$ cat config.mk
export PLATFORM = sky130hd
export DESIGN_NAME = diverse_trip_voting_logic
export DESIGN_NICKNAME = d
export VERILOG_FILES = /design/src/rtl/dps_pkg.sv /design/src/rtl/diverse_trip_voting_logic.sv /design/src/rtl/vote_processor.sv
export VERILOG_INCLUDE_DIRS = /design/src /design/src/rtl
export SDC_FILE = /design/constraint.sdc
export NUM_CORES = 1
export LEC_CHECK = 0
export ABC_AREA = 1
export BUFFER_PORTS_ARGS = -buffer_cell sky130_fd_sc_hd__buf_2
export CORE_ASPECT_RATIO = 1.75
export CORE_UTILIZATION = 25
export CTS_CLUSTER_DIAMETER = 60
export DETAILED_ROUTE_END_ITERATION = 8
export GPL_ROUTABILITY_DRIVEN = 0
export PLACE_DENSITY = 0.41
export SLEW_MARGIN = 20
export SYNTH_ARGS = -nofsm -noshare
export SYNTH_HDL_FRONTEND = slang
export SYNTH_SLANG_ARGS = --single-unit
$ cat constraint.sdc
create_clock -name clk -period 4.58 [get_ports clk]
set_clock_uncertainty 0.2 [all_clocks]
set_input_delay 0.916 -clock clk [delete_from_list [all_inputs] [get_ports clk]]
set_output_delay 0.916 -clock clk [all_outputs]
set_load 0.01 [all_outputs]
$ cat src/rtl/dps_map.svh
// Constants for the diverse trip voting logic: trip parameter indices, counts and timing.
`ifndef DPS_MAP_SVH
`define DPS_MAP_SVH

`define DPS_CLK_HZ 125000000
`define DPS_EMERGENCY_CORE_COOLING_PERSIST_S 10
`define DPS_EMERGENCY_CORE_COOLING_PERSIST_CYC (`DPS_EMERGENCY_CORE_COOLING_PERSIST_S * `DPS_CLK_HZ)

`define DPS_NUM_CHAN 4
`define DPS_NUM_PROC 3
`define DPS_NUM_DRV 2
`define DPS_NUM_PARAM 15

`define DPS_P_VESSEL_PRESS_HIGH 0
`define DPS_P_LEVEL_EIGHT_HIGH 1
`define DPS_P_LEVEL_THREE_LOW 2
`define DPS_P_DRYWELL_PRESS_HIGH 3
`define DPS_P_POOL_TEMP_HIGH 4
`define DPS_P_MAIN_STEAM_ISOLATION_VALVES_CLOSED 5
`define DPS_P_LEVEL_ONE_LOW 6
`define DPS_P_STEAM_FLOW_HIGH 7
`define DPS_P_VESSEL_PRESS_LOW 8
`define DPS_P_LEVEL_TWO_LOW 9
`define DPS_P_IC_STEAM_FLOW_HIGH 10
`define DPS_P_IC_COND_FLOW_HIGH 11
`define DPS_P_CLEANUP_DFLOW_HIGH 12
`define DPS_P_FW_DP_HIGH 13
`define DPS_P_LEVEL_NINE_HIGH 14

`define DPS_NUM_SRV 10
`define DPS_NUM_DPV 8
`define DPS_NUM_GRAVITY_CORE_COOLING 8
`define DPS_NUM_SLC_LOOP 2
`define DPS_NUM_DPV_PATH 3
`define DPS_NUM_DUAL_PATH 2

`endif

$ cat src/rtl/dps_pkg.sv
// Types and voting functions shared by the diverse trip voting logic.
package dps_pkg;

   typedef enum logic [1:0]
   {
      DRV_IDLE = 2'h0,
      DRV_TIMING = 2'h1,
      DRV_SEALED = 2'h3
   } drv_state_t;

   function automatic logic two_of_four(input logic [3:0] v);
      two_of_four = (v[0] & v[1]) | (v[0] & v[2]) | (v[0] & v[3]) |
                    (v[1] & v[2]) | (v[1] & v[3]) | (v[2] & v[3]);
   endfunction

   function automatic logic two_of_three(input logic [2:0] v);
      two_of_three = (v[0] & v[1]) | (v[0] & v[2]) | (v[1] & v[2]);
   endfunction

endpackage

$ cat src/rtl/diverse_trip_voting_logic.sv
// Diverse scram, core cooling and isolation logic with triple processors and 2-of-3 voting.
`timescale 1ns/1ps
`include "dps_map.svh"

// Operation
// - Scram on vessel pressure, L8 high, L3 low, drywell, pool temperature, steam valves.
// - Three redundant processors each see the same four channels per parameter.
// - A processor trips a parameter when at least two of four channels trip.
// - Each processor output is separate; scram switches open on two of three.
// - Scram output is driven high to trip; low output means no trip.
// - Hardwired switch or display unit request each cause a manual scram.
// - Level one low starts gravity cooling, liquid injection, condenser and depressurization.
// - Suppression pool equalization starts only on manual request, never automatically.
// - Manual core cooling request comes from local inputs or the display unit.
// - Core cooling condition present ten seconds seals in and holds a start.
// - Automatic core cooling start needs a coincidence trip from two of three processors.
// - Two drivers evaluate the voted start; actuation needs both to agree.
// - One dedicated solenoid per relief valve; all group valves driven through it.
// - Depressurization squib fires only on three simultaneous path trips.
// - Gravity cooling squib fires only when both dual paths trip together.
// - Liquid injection squibs use dual simultaneous paths, one valve per loop.
// - Isolations use 2-of-4 channels, 2-of-3 processors, and drive high to actuate.
// - Steam valves close on steam flow, low pressure or L2, in Run only.
// - Condenser valves close on steam or condensate flow; cleanup on differential flow.
// - Feedwater line break with drywell pressure trips pump breakers, closes isolation.
// - Isolation condenser starts on level two low or steam valve closure.
// - Feedwater runback at level eight high; pump trip at level nine high.

module diverse_trip_voting_logic
#(
   parameter int unsigned EMERGENCY_CORE_COOLING_PERSIST_CYC = `DPS_EMERGENCY_CORE_COOLING_PERSIST_CYC
)
(
   input wire logic clk, // 125 MHz system clock.
   input wire logic arst_n, // Asynchronous reset, active low.
   input wire logic [3:0] vessel_press_high, // Channel trips, high vessel pressure.
   input wire logic [3:0] level_eight_high, // Channel trips, water level high.
   input wire logic [3:0] level_three_low, // Channel trips, water level low for scram.
   input wire logic [3:0] drywell_press_high, // Channel trips, high drywell pressure.
   input wire logic [3:0] pool_temp_high, // Channel trips, suppression pool temperature.
   input wire logic [3:0] main_steam_isolation_valves_closed, // Channel trips, steam isolation valves closed.
   input wire logic [3:0] level_one_low, // Channel trips, core cooling initiation level.
   input wire logic [3:0] steam_flow_high, // Channel trips, main steam flow high.
   input wire logic [3:0] vessel_press_low, // Channel trips, vessel pressure low.
   input wire logic [3:0] level_two_low, // Channel trips, water level low for isolation.
   input wire logic [3:0] ic_steam_flow_high, // Channel trips, condenser steam flow.
   input wire logic [3:0] ic_cond_flow_high, // Channel trips, condenser condensate flow.
   input wire logic [3:0] cleanup_dflow_high, // Channel trips, cleanup differential flow.
   input wire logic [3:0] fw_dp_high, // Channel trips, feedwater line differential pressure.
   input wire logic [3:0] level_nine_high, // Channel trips, water level very high.
   input wire logic run_mode, // Reactor is in Run mode.
   input wire logic man_scram_sw, // Hardwired manual scram switch.
   input wire logic man_scram_odu, // Manual scram from operator display unit.
   input wire logic man_emergency_core_cooling_sw, // Manual core cooling from local logic inputs.
   input wire logic man_emergency_core_cooling_odu, // Manual core cooling from operator display unit.
   input wire logic man_pool_equalize, // Manual suppression pool equalization.
   output logic [2:0] proc_scram_q, // Per-processor scram decision, one link each.
   output logic scram_return_open_q, // Opens solenoid return power switches.
   output logic [1:0] emergency_core_cooling_drv_start_q, // Sealed start of each output driver.
   output logic emergency_core_cooling_actuate_q, // Core cooling actuation, both drivers agree.
   output logic [`DPS_NUM_SRV-1:0] srv_solenoid_q, // Dedicated relief valve solenoids.
   output logic [`DPS_NUM_DPV-1:0] dpv_squib_q, // Depressurization valve squibs.
   output logic [`DPS_NUM_GRAVITY_CORE_COOLING-1:0] gravity_core_cooling_squib_q, // Gravity cooling valve squibs.
   output logic [`DPS_NUM_SLC_LOOP-1:0] slc_squib_q, // Liquid injection squib per loop.
   output logic ic_initiate_q, // Isolation condenser initiation.
   output logic pool_equalize_q, // Suppression pool equalization.
   output logic main_steam_isolation_valves_close_q, // Close steam isolation valves.
   output logic ic_isol_close_q, // Close condenser isolation valves.
   output logic cleanup_isol_close_q, // Close cleanup isolation valves.
   output logic fw_breaker_trip_q, // Trip feedwater pump drive breakers.
   output logic fw_cont_isol_close_q, // Close feedwater containment isolation.
   output logic fw_runback_q, // Feedwater pump runback.
   output logic fw_pump_trip_q // Feedwater pump trip.
);

   localparam int NP = `DPS_NUM_PARAM;
   localparam int NC = `DPS_NUM_CHAN;

   logic rst_meta_q;
   logic rst_n;
   logic [NP*NC-1:0] sens_all;
   logic [NP-1:0] proc_trip [`DPS_NUM_PROC];
   logic [NP-1:0] voted;
   logic [2:0] proc_scram_d;
   logic scram_auto;
   logic scram_d;
   logic emergency_core_cooling_init;
   logic man_emergency_core_cooling;
   logic [1:0] drv_start;
   logic emergency_core_cooling_act;
   logic [`DPS_NUM_DPV_PATH-1:0] dpv_path_q;
   logic [`DPS_NUM_DUAL_PATH-1:0] gravity_core_cooling_path_q;
   logic [`DPS_NUM_DUAL_PATH-1:0] slc_path_q;
   logic main_steam_isolation_valves_close_d;
   logic fw_break_d;
   logic ic_init_d;

   // Reset is released through two flops so every register leaves reset on the same edge.
   always_ff @(posedge clk or negedge arst_n)
   begin
      if (!arst_n)
      begin
         rst_meta_q <= 1'b0;
         rst_n <= 1'b0;
      end
      else
      begin
         rst_meta_q <= 1'b1;
         rst_n <= rst_meta_q;
      end
   end

   assign sens_all = {level_nine_high, fw_dp_high, cleanup_dflow_high, ic_cond_flow_high,
                      ic_steam_flow_high, level_two_low, vessel_press_low, steam_flow_high,
                      level_one_low, main_steam_isolation_valves_closed, pool_temp_high, drywell_press_high,
                      level_three_low, level_eight_high, vessel_press_high};

   genvar k;
   generate
      for (k = 0; k < `DPS_NUM_PROC; k++)
      begin : g_proc
         // Every processor gets the identical set of four channels per parameter.
         vote_processor u_proc
         (
            .clk(clk),
            .rst_n(rst_n),
            .sens(sens_all),
            .trip_q(proc_trip[k])
         );
         assign proc_scram_d[k] = |proc_trip[k][`DPS_P_MAIN_STEAM_ISOLATION_VALVES_CLOSED:0];
      end
      for (k = 0; k < NP; k++)
      begin : g_vote
         assign voted[k] = dps_pkg::two_of_three({proc_trip[2][k], proc_trip[1][k],
                                                  proc_trip[0][k]});
      end
   endgenerate

   // Scram: each processor's own decision is voted 2-of-3 at the final stage.
   assign scram_auto = dps_pkg::two_of_three(proc_scram_d);
   assign scram_d = scram_auto | man_scram_sw | man_scram_odu;

   // Core cooling initiation from voted level one low, or manual request.
   assign emergency_core_cooling_init = voted[`DPS_P_LEVEL_ONE_LOW];
   assign man_emergency_core_cooling = man_emergency_core_cooling_sw | man_emergency_core_cooling_odu;

   generate
      for (k = 0; k < `DPS_NUM_DRV; k++)
      begin : g_drv
         dps_pkg::drv_state_t st_q;
         dps_pkg::drv_state_t st_d;
         logic [31:0] cnt_q;
         logic [31:0] cnt_d;
         logic init_q;

         // Each driver keeps its own copy of the voted signal and its own timer.
         always_ff @(posedge clk or negedge rst_n)
         begin
            if (!rst_n)
               init_q <= 1'b0;
            else
               init_q <= emergency_core_cooling_init;
         end

         always_comb
         begin
            st_d = st_q;
            cnt_d = cnt_q;
            case (st_q)
               dps_pkg::DRV_IDLE:
               begin
                  cnt_d = 32'h0;
                  if (man_emergency_core_cooling)
                     st_d = dps_pkg::DRV_SEALED;
                  else if (init_q)
                  begin
                     st_d = dps_pkg::DRV_TIMING;
                     cnt_d = 32'h1;
                  end
               end
               dps_pkg::DRV_TIMING:
               begin
                  if (man_emergency_core_cooling)
                     st_d = dps_pkg::DRV_SEALED;
                  else if (!init_q)
                  begin
                     st_d = dps_pkg::DRV_IDLE;
                     cnt_d = 32'h0;
                  end
                  else if (cnt_q >= EMERGENCY_CORE_COOLING_PERSIST_CYC - 32'h1)
                     st_d = dps_pkg::DRV_SEALED;
                  else
                     cnt_d = cnt_q + 32'h1;
               end
               // The seal-in ignores the condition clearing; only reset releases it.
               dps_pkg::DRV_SEALED:
                  st_d = dps_pkg::DRV_SEALED;
               default:
                  st_d = dps_pkg::DRV_IDLE;
            endcase
         end

         always_ff @(posedge clk or negedge rst_n)
         begin
            if (!rst_n)
            begin
               st_q <= dps_pkg::DRV_IDLE;
               cnt_q <= 32'h0;
            end
            else
            begin
               st_q <= st_d;
               cnt_q <= cnt_d;
            end
         end

         assign drv_start[k] = (st_q == dps_pkg::DRV_SEALED);
      end
   endgenerate

   assign emergency_core_cooling_act = &drv_start;

   // Squib paths are separate flops so a single stuck path cannot fire a valve alone.
   generate
      for (k = 0; k < `DPS_NUM_DPV_PATH; k++)
      begin : g_dpv_path
         always_ff @(posedge clk or negedge rst_n)
         begin
            if (!rst_n)
               dpv_path_q[k] <= 1'b0;
            else
               dpv_path_q[k] <= emergency_core_cooling_act;
         end
      end
      for (k = 0; k < `DPS_NUM_DUAL_PATH; k++)
      begin : g_dual_path
         always_ff @(posedge clk or negedge rst_n)
         begin
            if (!rst_n)
            begin
               gravity_core_cooling_path_q[k] <= 1'b0;
               slc_path_q[k] <= 1'b0;
            end
            else
            begin
               gravity_core_cooling_path_q[k] <= emergency_core_cooling_act;
               slc_path_q[k] <= emergency_core_cooling_act;
            end
         end
      end
   endgenerate

   // Isolations and feedwater actions from voted parameters; condenser initiation also on core cooling actuation.
   assign main_steam_isolation_valves_close_d = run_mode & (voted[`DPS_P_STEAM_FLOW_HIGH] |
                                     voted[`DPS_P_VESSEL_PRESS_LOW] |
                                     voted[`DPS_P_LEVEL_TWO_LOW]);
   assign fw_break_d = voted[`DPS_P_FW_DP_HIGH] & voted[`DPS_P_DRYWELL_PRESS_HIGH];
   assign ic_init_d = emergency_core_cooling_act | voted[`DPS_P_LEVEL_TWO_LOW] |
                      voted[`DPS_P_MAIN_STEAM_ISOLATION_VALVES_CLOSED];

   always_ff @(posedge clk or negedge rst_n)
   begin
      if (!rst_n)
      begin
         proc_scram_q <= 3'h0;
         scram_return_open_q <= 1'b0;
         emergency_core_cooling_drv_start_q <= 2'h0;
         emergency_core_cooling_actuate_q <= 1'b0;
         srv_solenoid_q <= '0;
         dpv_squib_q <= '0;
         gravity_core_cooling_squib_q <= '0;
         slc_squib_q <= '0;
      end
      else
      begin
         proc_scram_q <= proc_scram_d;
         scram_return_open_q <= scram_d;
         emergency_core_cooling_drv_start_q <= drv_start;
         emergency_core_cooling_actuate_q <= emergency_core_cooling_act;
         srv_solenoid_q <= {`DPS_NUM_SRV{emergency_core_cooling_act}};
         dpv_squib_q <= {`DPS_NUM_DPV{&dpv_path_q}};
         gravity_core_cooling_squib_q <= {`DPS_NUM_GRAVITY_CORE_COOLING{&gravity_core_cooling_path_q}};
         slc_squib_q <= {`DPS_NUM_SLC_LOOP{&slc_path_q}};
      end
   end

   always_ff @(posedge clk or negedge rst_n)
   begin
      if (!rst_n)
      begin
         ic_initiate_q <= 1'b0;
         pool_equalize_q <= 1'b0;
         main_steam_isolation_valves_close_q <= 1'b0;
         ic_isol_close_q <= 1'b0;
         cleanup_isol_close_q <= 1'b0;
         fw_breaker_trip_q <= 1'b0;
         fw_cont_isol_close_q <= 1'b0;
         fw_runback_q <= 1'b0;
         fw_pump_trip_q <= 1'b0;
      end
      else
      begin
         ic_initiate_q <= ic_init_d;
         pool_equalize_q <= man_pool_equalize;
         main_steam_isolation_valves_close_q <= main_steam_isolation_valves_close_d;
         ic_isol_close_q <= voted[`DPS_P_IC_STEAM_FLOW_HIGH] |
                            voted[`DPS_P_IC_COND_FLOW_HIGH];
         cleanup_isol_close_q <= voted[`DPS_P_CLEANUP_DFLOW_HIGH];
         fw_breaker_trip_q <= fw_break_d;
         fw_cont_isol_close_q <= fw_break_d;
         fw_runback_q <= voted[`DPS_P_LEVEL_EIGHT_HIGH];
         fw_pump_trip_q <= voted[`DPS_P_LEVEL_NINE_HIGH];
      end
   end

endmodule

$ cat src/rtl/vote_processor.sv
// One redundant processing channel: samples all sensor channels and forms 2-of-4 coincidence.
`timescale 1ns/1ps
`include "dps_map.svh"

module vote_processor
(
   input wire logic clk, // System clock.
   input wire logic rst_n, // Synchronised reset, active low.
   input wire logic [`DPS_NUM_PARAM*`DPS_NUM_CHAN-1:0] sens, // Channel trips, 4 per parameter.
   output logic [`DPS_NUM_PARAM-1:0] trip_q // Coincidence trip per parameter.
);

   logic [`DPS_NUM_PARAM*`DPS_NUM_CHAN-1:0] samp_q;
   logic [`DPS_NUM_PARAM-1:0] trip_d;

   // All channels are captured in one edge so every decision sees one cycle's inputs.
   always_ff @(posedge clk or negedge rst_n)
   begin
      if (!rst_n)
         samp_q <= '0;
      else
         samp_q <= sens;
   end

   genvar p;
   generate
      for (p = 0; p < `DPS_NUM_PARAM; p++)
      begin : g_par
         assign trip_d[p] = dps_pkg::two_of_four(samp_q[p*`DPS_NUM_CHAN +: `DPS_NUM_CHAN]);
      end
   endgenerate

   always_ff @(posedge clk or negedge rst_n)
   begin
      if (!rst_n)
         trip_q <= '0;
      else
         trip_q <= trip_d;
   end

endmodule
# Word level (Yosys, flattened, before mapping)
# Index checks and enable logic that the tools add are counted.
# classes
add_sub_neg	2
order_cmp	2
eq_ne	12
n_mux	20
bitwise	175
reduce_logical	10
# ops
operator	count
two-way mux 32 bit	7
one-hot mux 32 bit (2 select lines)	2
bitwise AND 1 bit	92
bitwise OR 1 bit	83
adder 32 x 1 -> 32 bit, second input constant	2
>= comparator 32 x 31 -> 1 bit, second input constant	2
two-way mux 2 bit	8
inequality test 3 bit, second input constant	4
one-hot mux 2 bit (3 select lines)	2
inequality test 4 bit, second input constant	2
AND reduction 2 bit	3
AND reduction 3 bit	2
OR reduction 6 bit	1
== test 2 x 1 -> 1 bit, second input constant	2
== test 2 bit, second input constant	2
logical NOT 2 bit	2
inequality test 2 bit, second input constant	2
nonzero test 2 bit	2
two-way mux 1 bit	1
# totals
reg_bits	162
word_cells	245

# Depth between registers and ports, before layout
# Gate-level depths: netlist of the first run.
# logic_depth
word_depth	6
ltp_mapped	13

# By module
# Synthesis of the first run repeated with hierarchy kept, for this count alone.
# unflattened
hier_cells	1527
area_unflattened_um2	12997.5
# modules_own_cells
module	instances	cells_each	area_each_um2	seq_area_each_um2
vote_processor	3	195	2327.2	1876.8
diverse_trip_voting_logic	1	942	6015.8	2177.1

# Worst setup path before layout of the first run
# Ideal clock, no wire load.
# synth_timing
path_type	input to register
from	input port man_emergency_core_cooling_odu
to	register g_drv[0].cnt_q[11]
setup_ns	0.066
arrival_ns	1.937
slack_ns	2.377
cell_stages	6
path_cell_list	nor2_1 > inv_1 > a21oi_2 > clkbuf_1 > nand3_1 > nand2_1
# synth_via
elab_chain_cells	3
# synth_lines
item	line_no	rtl
start, declared	diverse_trip_voting_logic.sv:55	input wire logic man_emergency_core_cooling_odu,
bitwise OR 1 bit	diverse_trip_voting_logic.sv:145	assign man_emergency_core_cooling = man_emergency_core_cooling_sw | man_emergency_core_cooling_odu;
inequality test 2 bit (no line)	n/a	
AND reduction 3 bit (no line)	n/a	
end signal, assigned	diverse_trip_voting_logic.sv:213	cnt_q <= cnt_d;
end, declared	diverse_trip_voting_logic.sv:152	logic [31:0] cnt_q;
# Every way passes these cells.
# A chain may end at the register's enable or synchronous reset.

# Worst setup path in the final report of the first run
# layout_timing
from	register g_drv[1].cnt_q[0]
to	register g_drv[1].cnt_q[26]
# layout_via
elab_chain_cells	5
elab_cells_between_ends	8
classes_between	add/sub (1); order compare (1); eq/ne (1); mux (4); reduce/logical (1)
# layout_lines
item	line_no	rtl
start, declared	diverse_trip_voting_logic.sv:152	
start signal, assigned	diverse_trip_voting_logic.sv:213	
adder 32 x 1 -> 32 bit	diverse_trip_voting_logic.sv:193	cnt_d = cnt_q + 32'h1;
two-way mux 32 bit	diverse_trip_voting_logic.sv:190	else if (cnt_q >= EMERGENCY_CORE_COOLING_PERSIST_CYC - 32'h1)
two-way mux 32 bit	diverse_trip_voting_logic.sv:185	else if (!init_q)
two-way mux 32 bit	diverse_trip_voting_logic.sv:183	if (man_emergency_core_cooling)
one-hot mux 32 bit (2 select lines)	diverse_trip_voting_logic.sv:169	case (st_q)
# Several ways; a longest one is shown, not always the timed one. The select of a mux whose other input is x is not followed.

==> results of run 1 <==
## cell type report
| class | count | area, um2 |
|---|---|---|
| clock buffers | 20 | 447 |
| clock inverters | 12 | 146 |
| fillers | 3447 | 22100 |
| inverters | 106 | 398 |
| multi-input cells | 708 | 3200 |
| flip-flops and latches | 160 | 4010 |
| well taps | 396 | 495 |
| repair buffers | 117 | 613 |
## report_power, final
| part | leakage, nW | internal, mW | switching [mW] |
|---|---|---|---|
| Combinational | 2.12 | 0.196 | 0.494 |
| Clock | 0.281 | 0.831 | 0.629 |
| Sequential | 1.98 | 1.50 | 0.0887 |
| Total | 4.38 | 2.53 | 1.21 |
## worst paths after layout
| path | to | slack, ns | cells past startpoint |
|---|---|---|---|
| min in group clk | cleanup_isol_close_q | 0.15 | 0 |
| setup / recovery | g_drv[1].cnt_q[26] | 1.81 | 13 |
| hold reg to reg | cleanup_isol_close_q | 0.15 | 0 |
| hold / removal | rst_n | 0.05 | 1 |
| max in group asynchronous | g_drv[1].cnt_q[26] | 2.89 | 1 |
| setup reg to reg | g_drv[1].cnt_q[26] | 1.81 | 13 |
## cells in the final DEF, fill, tap and decap left out, drive strengths merged
cell type,count
o31a,1
nor3b,5
nand4,8
ha,2
o211ai,1
nor3,14
xnor2,7
clkinvlp,3
or2,3
xor2,20
o21bai,3
clkinv,1
buf,117
a22oi,15
o22ai,1
clkbuf,20
nand3,96
bufinv,2
a21oi,7
conb,1
nand2,326
inv,112
and3,1
dfrtp,160
a31oi,2
nor2,167
nand3b,1
or3,1
o21ai,24
a21o,2
## Yosys cell counts (2+ instances only)
cell type  number
buf_2           8
buf_4          33
nor3_1         13
clkbuf_1        6
nand2_4         2
a21oi_2         2
xnor2_1         7
xor2_1         20
a21o_1          2
nor2_4          2
o21ai_0        23
a22oi_1        15
nand4_1         8
nand2_2         2
or2_2           3
nor3b_1         5
nand3_1        95
o21bai_1        3
nor2_2          6
ha_1            2
nor2_1        159
buf_6           4
inv_2           2
dfrtp_1       160
a21oi_1         5
inv_1         104
a31oi_1         2
nand2_1       322
## stage by stage
stage,worst slack (ns),instance area [um2],power [mW],hold slack [ns]
6_report,1.81,9310,3.74,0.0521
4_1_cts,1.77,9310,3.84,0.0159
3_3_place_gp,1.60,8710,2.34,0.133
3_5_place_dp,1.59,8710,2.33,0.136
2_1_floorplan,1.73,7960,2.19,0.131
5_1_grt,1.46,9310,3.97,0.0242
## per-layer routing
metal	up-vias	part of all wire (%)	global-route usage, %
met2	145	56	25.9
met4	0	3.3	6.59
met5	-	0	0
met1	3013	38	13.3
li1	3340	-	-
met3	30	3.3	2.66
## worst reg2reg max path, stage by stage, from the launching register on
cell     delay, ns
dfrtp_1       0.45
ha_1          0.23
nand2_1       0.08
nor2_2        0.16
nand3_1       0.11
nand2_1       0.07
nand2_1       0.05
nand2_1       0.06
nand2_1       0.07
nand3_2       0.06
buf_4         0.35
nand2_2       0.51
nand2_1       0.19
nand2_1       0.06
## cell families (layout without fill, tap and decap cells)
| group | count (synthesis) | count (layout) |
|---|---|---|
| buffers and inverters | 158 | 255 |
| other | 1 | 1 |
| adder cells (fa/ha/maj) | 2 | 2 |
| AO/OA/AOI/OAI | 56 | 56 |
| XOR/XNOR | 27 | 27 |
| AND/OR/NAND/NOR | 622 | 622 |
| flip-flops | 160 | 160 |
## state kept, by name (all words and copies together) (netlist names), 2 cells and up
register	count
g_drv.cnt_q	64
g_proc.u_proc.samp_q	60
g_proc.u_proc.trip_q	15
g_drv.st_q	4
emergency_core_cooling_drv_start_q	2
==> results.json, run 1 <==
{
  "hp-class": "in2async",
  "synth-edff-count": 0,
  "finalNonFillerCells": 1519,
  "core_area_um2": 31400,
  "drt_iter0_drc": 267,
  "num_io_pins": 112,
  "rsz0062_at_grt": "no",
  "clk_path_buf_depth": 2,
  "muxShareOfSynthArea_pct": 0,
  "ys_ff_latch": 160,
  "end_kind": "flip-flop",
  "synth_xor_area_share_pct": 2.97,
  "slew_viol_final": 0,
  "worstPathRequired_ns": 4.69,
  "grt_pass1_wl_um": 32900,
  "rows": 86,
  "status": "finished, final reports clean",
  "setup_viol": 0,
  "finalHoldViolations": 0,
  "yosysTopAreaCell": "dfrtp_1",
  "grt_util_all_layers_pct": 13.5,
  "die_h_um": 238,
  "ir_worst_vdd_v": 0.000250,
  "cts_resized": 0,
  "cp_top_family": "simple AND/OR/NAND/NOR gates",
  "first_pass_iters": 4,
  "maxCapViolCount": 0,
  "cts_tree": "yes",
  "synth-simple-area-share_pct": 32.5,
  "ant_nets": 0,
  "crit_path_cell_trace": "ha_1 > nand2_1 > nor2_2 > nand3_1 > nand2_1 > nand2_1 > nand2_1 > nand2_1 > nand3_2 > buf_4 > nand2_2 > nand2_1 > nand2_1",
  "initial_core_util_pct": 25.3,
  "crit_type": "reg2reg",
  "timing.rr.start": "g_drv[1].cnt_q[0]",
  "cts_buffers": 17,
  "clk_pin_slew_ns": 0.07,
  "post_cts_buffers": 0,
  "antenna_found_initial": 0,
  "synth.net_count": 1096,
  "yosysUniqueCellTypes": 39,
  "postSynthAreaPerCell_um2": 7.76,
  "min_period_ns": 2.77,
  "synthToLayoutAreaGrowth_pct": 16.9,
  "ys_seq_area_share_pct": 50.3,
  "synth.cell_area_um2": 7960,
  "cp_common_cell": "nand2_1",
  "routedWlPerCell_um": 13.4,
  "critPathArrivalTime_ns": 2.88,
  "die_x_um": 137,
  "hpwlAfterDp_um": 14500,
  "leakagePower_nw": 4.38,
  "drive_gt1_share_pct": 15.0,
  "netlist_top_cells_area": "dfrtp_1 50%, nand2_1 15%, nor2_1 7.5%, nand3_1 6.0%, inv_1 4.9%",
  "fin_crit_sh_pct": 60.5,
  "crit_start": "g_drv[1].cnt_q[0]",
  "vias_per_cell": 4.30,
  "synth_cells": 1026,
  "grt_max_degree": 104,
  "fin_tns_setup_ns": 0,
  "utilization_pct": 29.6,
  "placed_cells": 1487,
  "crit_path_start_kind": "flip-flop",
  "clock-sinks": 160,
  "clk_latency_ns": 0.44,
  "max_stage_delay_ns": 0.50,
  "drc": 0,
  "critical_path.max_fanout": 32,
  "layout.nets": 1180,
  "worst_pin_slew_ns": 0.824,
  "max-slew-margin-rel_pct": 45.1,
  "grt.overflow.total": 0,
  "die_area_um2": 32600,
  "async_flop_share_pct": 100,
  "n_antenna_cell": 0,
  "num_vias": 6528,
  "io_buffers": 111,
  "p_per_area_nw_per_um2": 402,
  "yosysTopAreaCellShare_pct": 50.3,
  "synth_flop_cell": "dfrtp_1",
  "max_freq_mhz": 361,
  "root_buffer": "clkbuf_16",
  "grt_pass1_vias": 6494,
  "postCtsHoldBufs": 0,
  "synth_top_family_by_area": "simple AND/OR/NAND/NOR gates",
  "synth_adder_area_share_pct": 0.314,
  "drt_wl_total_um": 20300,
  "crit_buf_inv": 1,
  "h-tree-depth": 4,
  "synth-compound-area-share_pct": 4.37,
  "slowest_stage": "nand2_2",
  "yosys_warnings": 0
}
Note: power is estimated with default switching activity, not from simulation.
==> run 2: changes to the inputs <==
ABC_AREA = 0   (was 1)
PLACE_DENSITY = 0.4   (was 0.41)
clock period = 2.6 ns   (was 4.58 ns; I/O delays follow)
==> run 2 against run 1 <==
The flow now finishes with violations (setup timing). First-iteration DRC count is 9.7% lower. Combinational power is 65% lower. Global-route usage is 0.27 points lower. Maximum frequency is 3.5% higher. Critical path depth is 6 lower. Hold slack better by 0.013 ns. Critical endpoint is now g_drv[1].cnt_q[25]. Largest power group unchanged.
==> results.json, run 2 <==
{
  "crit_path_cell_trace": "or4_4 > or4b_4 > o41a_1 > buf_4 > nand4_1 > xor2_1 > nor2_1",
  "postSynthAreaPerCell_um2": 10.7,
  "clock-sinks": 160,
  "synth_top_family_by_area": "simple AND/OR/NAND/NOR gates",
  "synth_cells": 643,
  "synth_adder_area_share_pct": 2.54,
  "vias_per_cell": 4.56,
  "n_antenna_cell": 0,
  "io_buffers": 111,
  "core_area_um2": 27200,
  "die_area_um2": 28300,
  "synth-compound-area-share_pct": 9.89,
  "synth_xor_area_share_pct": 2.29,
  "rr_endpoint": "g_drv[1].cnt_q[25]",
  "ys_seq_area_share_pct": 58.1,
  "reg.largest.list": "g_drv.cnt_q: 64 flops, g_proc.u_proc.samp_q: 60 flops, g_proc.u_proc.trip_q: 15 flops",
  "top_register": "g_drv.cnt_q",
  "yosysUniqueCellTypes": 62,
  "layout.nets": 914,
  "clk_pin_slew_ns": 0.07,
  "drt_iter0_drc": 241,
  "muxShareOfSynthArea_pct": 0.436,
  "cts_tree": "yes",
  "drc": 0,
  "netlist_top_cells_area": "dfrtp_1 58%, nor2_1 3.6%, buf_4 3.3%, nand2_1 2.2%, a21oi_1 2.2%",
  "ant_nets": 0,
  "slowest_stage": "or4_4",
  "drt_wl_total_um": 17100,
  "critPathCapture": "g_drv[1].cnt_q[25]",
  "nFillCells": 2766,
  "rrSetupSlack_ns": -0.07,
  "status": "complete, but fails checks",
  "finalHoldViolations": 0,
  "num_vias": 5592,
  "routedWlPerCell_um": 13.9,
  "first_pass_iters": 4,
  "failed_checks": "setup timing",
  "yosysTopAreaCell": "dfrtp_1",
  "grt_pass1_vias": 5883,
  "slew_viol_final": 0,
  "timing.rr.start": "g_drv[1].cnt_q[22]",
  "p_per_area_nw_per_um2": 574,
  "yosysTopAreaCellShare_pct": 58.1,
  "leakagePower_nw": 4.00,
  "num_io_pins": 112,
  "yosysMostFrequentCell": "dfrtp_1",
  "max_freq_mhz": 374,
  "crit_start": "g_drv[1].cnt_q[22]",
  "final_common_cell": "dfrtp_1",
  "finalNonFillerCells": 1226,
  "h-tree-depth": 4,
  "antenna_found_initial": 0,
  "pre_cts_slack_ns": -0.149,
  "setup_slack_ns": -0.0746,
  "die_x_um": 128,
  "worstPathRequired_ns": 2.73,
  "grt_max_degree": 53,
  "ys_top_cells_by_count": "160 x dfrtp_1, 67 x nor2_1, 41 x nand2_1",
  "ir_worst_vdd_v": 0.000467,
  "mostFrequentLayoutCells": "159 x dfrtp_1, 111 x buf_2, 67 x nor2_1, 62 x dlygate4sd3_1, 51 x buf_4",
  "critPathArrivalTime_ns": 2.81,
  "crit_path_start_kind": "flip-flop",
  "utilization_pct": 34.5,
  "grt.overflow.total": 0,
  "drive_gt1_share_pct": 26.0,
  "max_stage_delay_ns": 0.54,
  "synthToLayoutAreaGrowth_pct": 36.4,
  "ys_ff_latch": 160,
  "hp-class": "in2reg",
  "cts_buffers": 17,
  "rows": 80,
  "largest_reg_flops": 64,
  "r2r_cells": 7,
  "root_buffer": "clkbuf_16",
  "fin_crit_sh_pct": 103,
  "yosys_warnings": 0,
  "end_kind": "flip-flop",
  "synth-edff-count": 0,
  "clk_path_buf_depth": 2,
  "crit_type": "reg2reg",
  "initial_core_util_pct": 25.3,
  "synth_flop_cell": "dfrtp_1",
  "critical_path.max_fanout": 3,
  "hpwlAfterDp_um": 12000,
  "async_flop_share_pct": 100,
  "clk_latency_ns": 0.44,
  "whs_ns": 0.0654,
  "die_h_um": 222,
  "synth.cell_area_um2": 6890,
  "setup_viol": 8,
  "hold_path.startpoint": "man_scram_odu",
  "rsz0062_at_grt": "yes",
  "grt_util_all_layers_pct": 13.2,
  "worst_pin_slew_ns": 0.533,
  "maxCapViolCount": 0,
  "synth.net_count": 713,
  "max-slew-margin-rel_pct": 64.0,
  "grt_pass1_wl_um": 29100,
  "placed_cells": 1129,
  "synth-simple-area-share_pct": 21.3,
  "min_period_ns": 2.67
}
## run 2: cell types whose count changed after synthesis, sizes merged, moves of 16 or more
cell   delta
nand2   -284
or4      +18
nand3    -71
xor2     -17
or3      +19
inv      -92
a21oi    +23
nor3     +16
nor2     -99
## run 2: repair_timing
item	4_1_cts	5_1_grt
pin swaps	1	3
hold buffers	62	0
endpoints found under the setup margin	13	34
cloned	1	0
gates resized for setup	3	9
setup buffers	0	2
endpoints found under the hold margin	63	0
## run 2: worst max-delay path, delay by kind of cell (launching register included)
kind	cells	cell delay (ns)
buffers and inverters	1	0.18
AO/OA/AOI/OAI	1	0.42
XOR/XNOR	1	0.15
AND/OR/NAND/NOR	4	1.23
flip-flops	1	0.38
## run 2: how the worst min path moves through the flow
stage	endpoint	slack [ns]	cells after the start
after floorplan	rst_meta_q	0.02	0
after global placement	rst_meta_q	0.11	1
after detailed placement	rst_meta_q	0.11	1
after CTS	scram_return_open_q	0.04	2
after global routing	scram_return_open_q	0.05	2
final	scram_return_open_q	0.07	2
## run 2: cell type report
class,instances,area (um2),share of cell area [%]
clock inverter,14,161,1.72
multi-input combinational,418,2570,27.3
inverter,14,52.6,0.559
timing repair buffer,233,1710,18.2
sequential,160,4010,42.6
tap,369,462,4.91
clock buffer,18,439,4.67
## run 2: per-stage QoR
stage                     power, mW  TNS [ns]  instance area [um2]
final                          5.40    -0.215                 9400
after global routing           5.64     -1.79                 9400
after CTS                      5.52    -0.344                 9340
after detailed placement       2.84    -0.751                 8100
after global placement         2.83    -0.348                 8100
after floorplan                2.73         0                 6900
## run 2: where the power goes
part / internal, mW / switching [mW]
registers: 2.57 / 0.0444
logic: 0.141 / 0.102
clock network: 1.39 / 1.15
total: 4.10 / 1.30
## run 2: per-layer routing
| metal | GRT usage [%] | part of all wire [%] | vias to the layer above |
|---|---|---|---|
| li1 | - | - | 2701 |
| met1 | 13.7 | 38 | 2776 |
| met2 | 25.1 | 57 | 97 |
| met3 | 2.87 | 2.8 | 18 |
| met4 | 5.34 | 1.8 | 0 |
| met5 | 0 | 0 | - |
## run 2: logic make-up after synthesis
logic type	count (synthesis)
adder cells (fa/ha/maj)	17
XOR/XNOR	18
AND/OR/NAND/NOR	276
buffers and inverters	66
multiplexers	3
AO/OA/AOI/OAI	102
other	1
flip-flops	160
==> run 3: changes to the inputs <==
CELL_PAD_IN_SITES_DETAIL_PLACEMENT = 0   (was unset)
CELL_PAD_IN_SITES_GLOBAL_PLACEMENT = 1   (was unset)
PLACE_DENSITY = 0.48   (was 0.4)
==> run 3 against run 2 <==
The run still ends with setup timing left. Critical endpoint unchanged. Total power is 0.48% higher. Global-route usage is 0.56 points higher. Cell count is 0.73% higher. Highest routed layer unchanged. Via count is 0.21% lower. Core utilization is 0.41 points higher. Critical path depth stayed put. Wire length is 5.6% higher. Sequential share of layout area is 0.50 points lower. First-iteration DRC count is 7.1% lower.
==> results.json, run 3 (synthesis results as in run 2) <==
{
  "clk_latency_ns": 0.43,
  "leakagePower_nw": 4.06,
  "cts_tree": "yes",
  "setup_slack_ns": -0.0749,
  "antenna_found_initial": 0,
  "initial_core_util_pct": 25.3,
  "timing.rr.start": "g_drv[1].cnt_q[22]",
  "n_antenna_cell": 0,
  "drt_iter0_drc": 224,
  "critPathArrivalTime_ns": 2.80,
  "fin_crit_sh_pct": 103,
  "end_kind": "flip-flop",
  "mostFrequentLayoutCells": "159 x dfrtp_1, 111 x buf_2, 66 x nor2_1, 62 x dlygate4sd3_1, 60 x buf_4",
  "grt.overflow.total": 0,
  "finalHoldViolations": 0,
  "critical_path.max_fanout": 3,
  "first_pass_iters": 6,
  "crit_type": "reg2reg",
  "status": "complete, but fails checks",
  "max_freq_mhz": 374,
  "crit_path_start_kind": "flip-flop",
  "root_buffer": "clkbuf_16",
  "io_buffers": 111,
  "die_x_um": 128,
  "ir_worst_vdd_v": 0.000449,
  "drt-met1-wl_um": 6550,
  "wl_met2_um": 10700,
  "h-tree-depth": 4,
  "die_h_um": 222,
  "met3_length_um": 410,
  "crit_start": "g_drv[1].cnt_q[22]",
  "top_register": "g_drv.cnt_q",
  "highest_layer": "met4",
  "num_io_pins": 112,
  "clock-sinks": 160,
  "setup_viol": 11,
  "drive_gt1_share_pct": 27.9,
  "ant_nets": 0,
  "pre_cts_slack_ns": -0.0827,
  "layout.nets": 923,
  "drt_wl_total_um": 18000,
  "r2r_cells": 7,
  "clk_path_buf_depth": 2,
  "clk_pin_slew_ns": 0.07,
  "grt_util_all_layers_pct": 13.8,
  "worstPathRequired_ns": 2.72,
  "rrSetupSlack_ns": -0.07,
  "grt_pass1_vias": 5942,
  "maxCapViolCount": 0,
  "failed_checks": "setup timing",
  "reg.largest.list": "g_drv.cnt_q: 64 flops, g_proc.u_proc.samp_q: 60 flops, g_proc.u_proc.trip_q: 15 flops",
  "hp-class": "reg2async",
  "nFillCells": 2796,
  "hpwlAfterDp_um": 12900,
  "whs_ns": 0.0598,
  "p_per_area_nw_per_um2": 570,
  "rows": 80,
  "drc": 0,
  "rr_endpoint": "g_drv[1].cnt_q[25]",
  "grt_max_degree": 69,
  "num_vias": 5580,
  "synthToLayoutAreaGrowth_pct": 38.0,
  "vias_per_cell": 4.52,
  "cts_buffers": 17,
  "die_area_um2": 28300,
  "grt_pass1_wl_um": 29900,
  "rsz0062_at_grt": "yes",
  "min_period_ns": 2.67,
  "slew_viol_final": 0,
  "routedWlPerCell_um": 14.6,
  "core_area_um2": 27200,
  "power.total_mw": 5.43,
  "largest_reg_flops": 64,
  "final_common_cell": "dfrtp_1"
}
run 3: changes by cell type in the layout (fill, tap and decap cells not counted), sizes merged:
| cell | change |
|---|---|
| clkinvlp | -2 |
| buf | +9 |
| clkbuf | +1 |
| inv | +1 |
run 3: cell type report:
type,count,area [um2],area share [%]
multi-input cells,418,2620,27.6
flip-flops and latches,160,4010,42.1
well taps,369,462,4.85
inverters,14,52.6,0.552
clock inverters,13,165,1.74
repair buffers,242,1760,18.5
clock buffers,19,443,4.65
run 3: where the power goes:
group	internal [mW]	total [mW]	leakage, nW	switching, mW
clock network	1.41	2.57	0.300	1.16
registers	2.57	2.61	1.94	0.0434
logic	0.140	0.244	1.81	0.104
total	4.12	5.43	4.06	1.31
run 3: timing repair:
item                                    in CTS  in global routing
pin swaps                                    3                  7
hold endpoints to repair                    63                  0
resized for setup                           13                 13
setup buffers                                1                  6
hold buffers                                62                  0
endpoints found under the setup margin      19                 38
cloned                                       1                  0
run 3: stage by stage:
| step | instances | setup TNS [ns] | area (um2) | util, % |
|---|---|---|---|---|
| floorplan | 643 | 0 | 6900 | - |
| global placement | 1133 | -0.0759 | 8110 | 29.8 |
| detailed placement | 1133 | -0.506 | 8110 | 29.8 |
| CTS | 1229 | -0.520 | 9420 | 34.6 |
| global route | 1235 | -1.56 | 9520 | 34.9 |
| finish | 1235 | -0.401 | 9520 | 34.9 |
run 3: metal layers:
metal,vias up,GRT usage [%]
met2,86,27.0
met4,0,6.11
li1,2714,-
met3,25,2.65
met1,2755,13.5
met5,-,0
run 3: worst max path at each step:
stage | endpoint | cells past startpoint
6_report | g_drv[1].cnt_q[25] | 7
5_1_grt | g_drv[1].cnt_q[25] | 7
4_1_cts | g_drv[1].cnt_q[25] | 7
3_5_place_dp | g_drv[1].cnt_q[21] | 7
3_3_place_gp | g_drv[0].cnt_q[6] | 6
2_1_floorplan | g_drv[1].cnt_q[7] | 7
run 3: critical path, stage by stage (launching register included):
cell	delay, ns
dfrtp_1	0.39
or4_4	0.54
or4b_4	0.53
o41a_1	0.40
buf_4	0.17
nand4_1	0.09
xor2_1	0.17
nor2_1	0.07
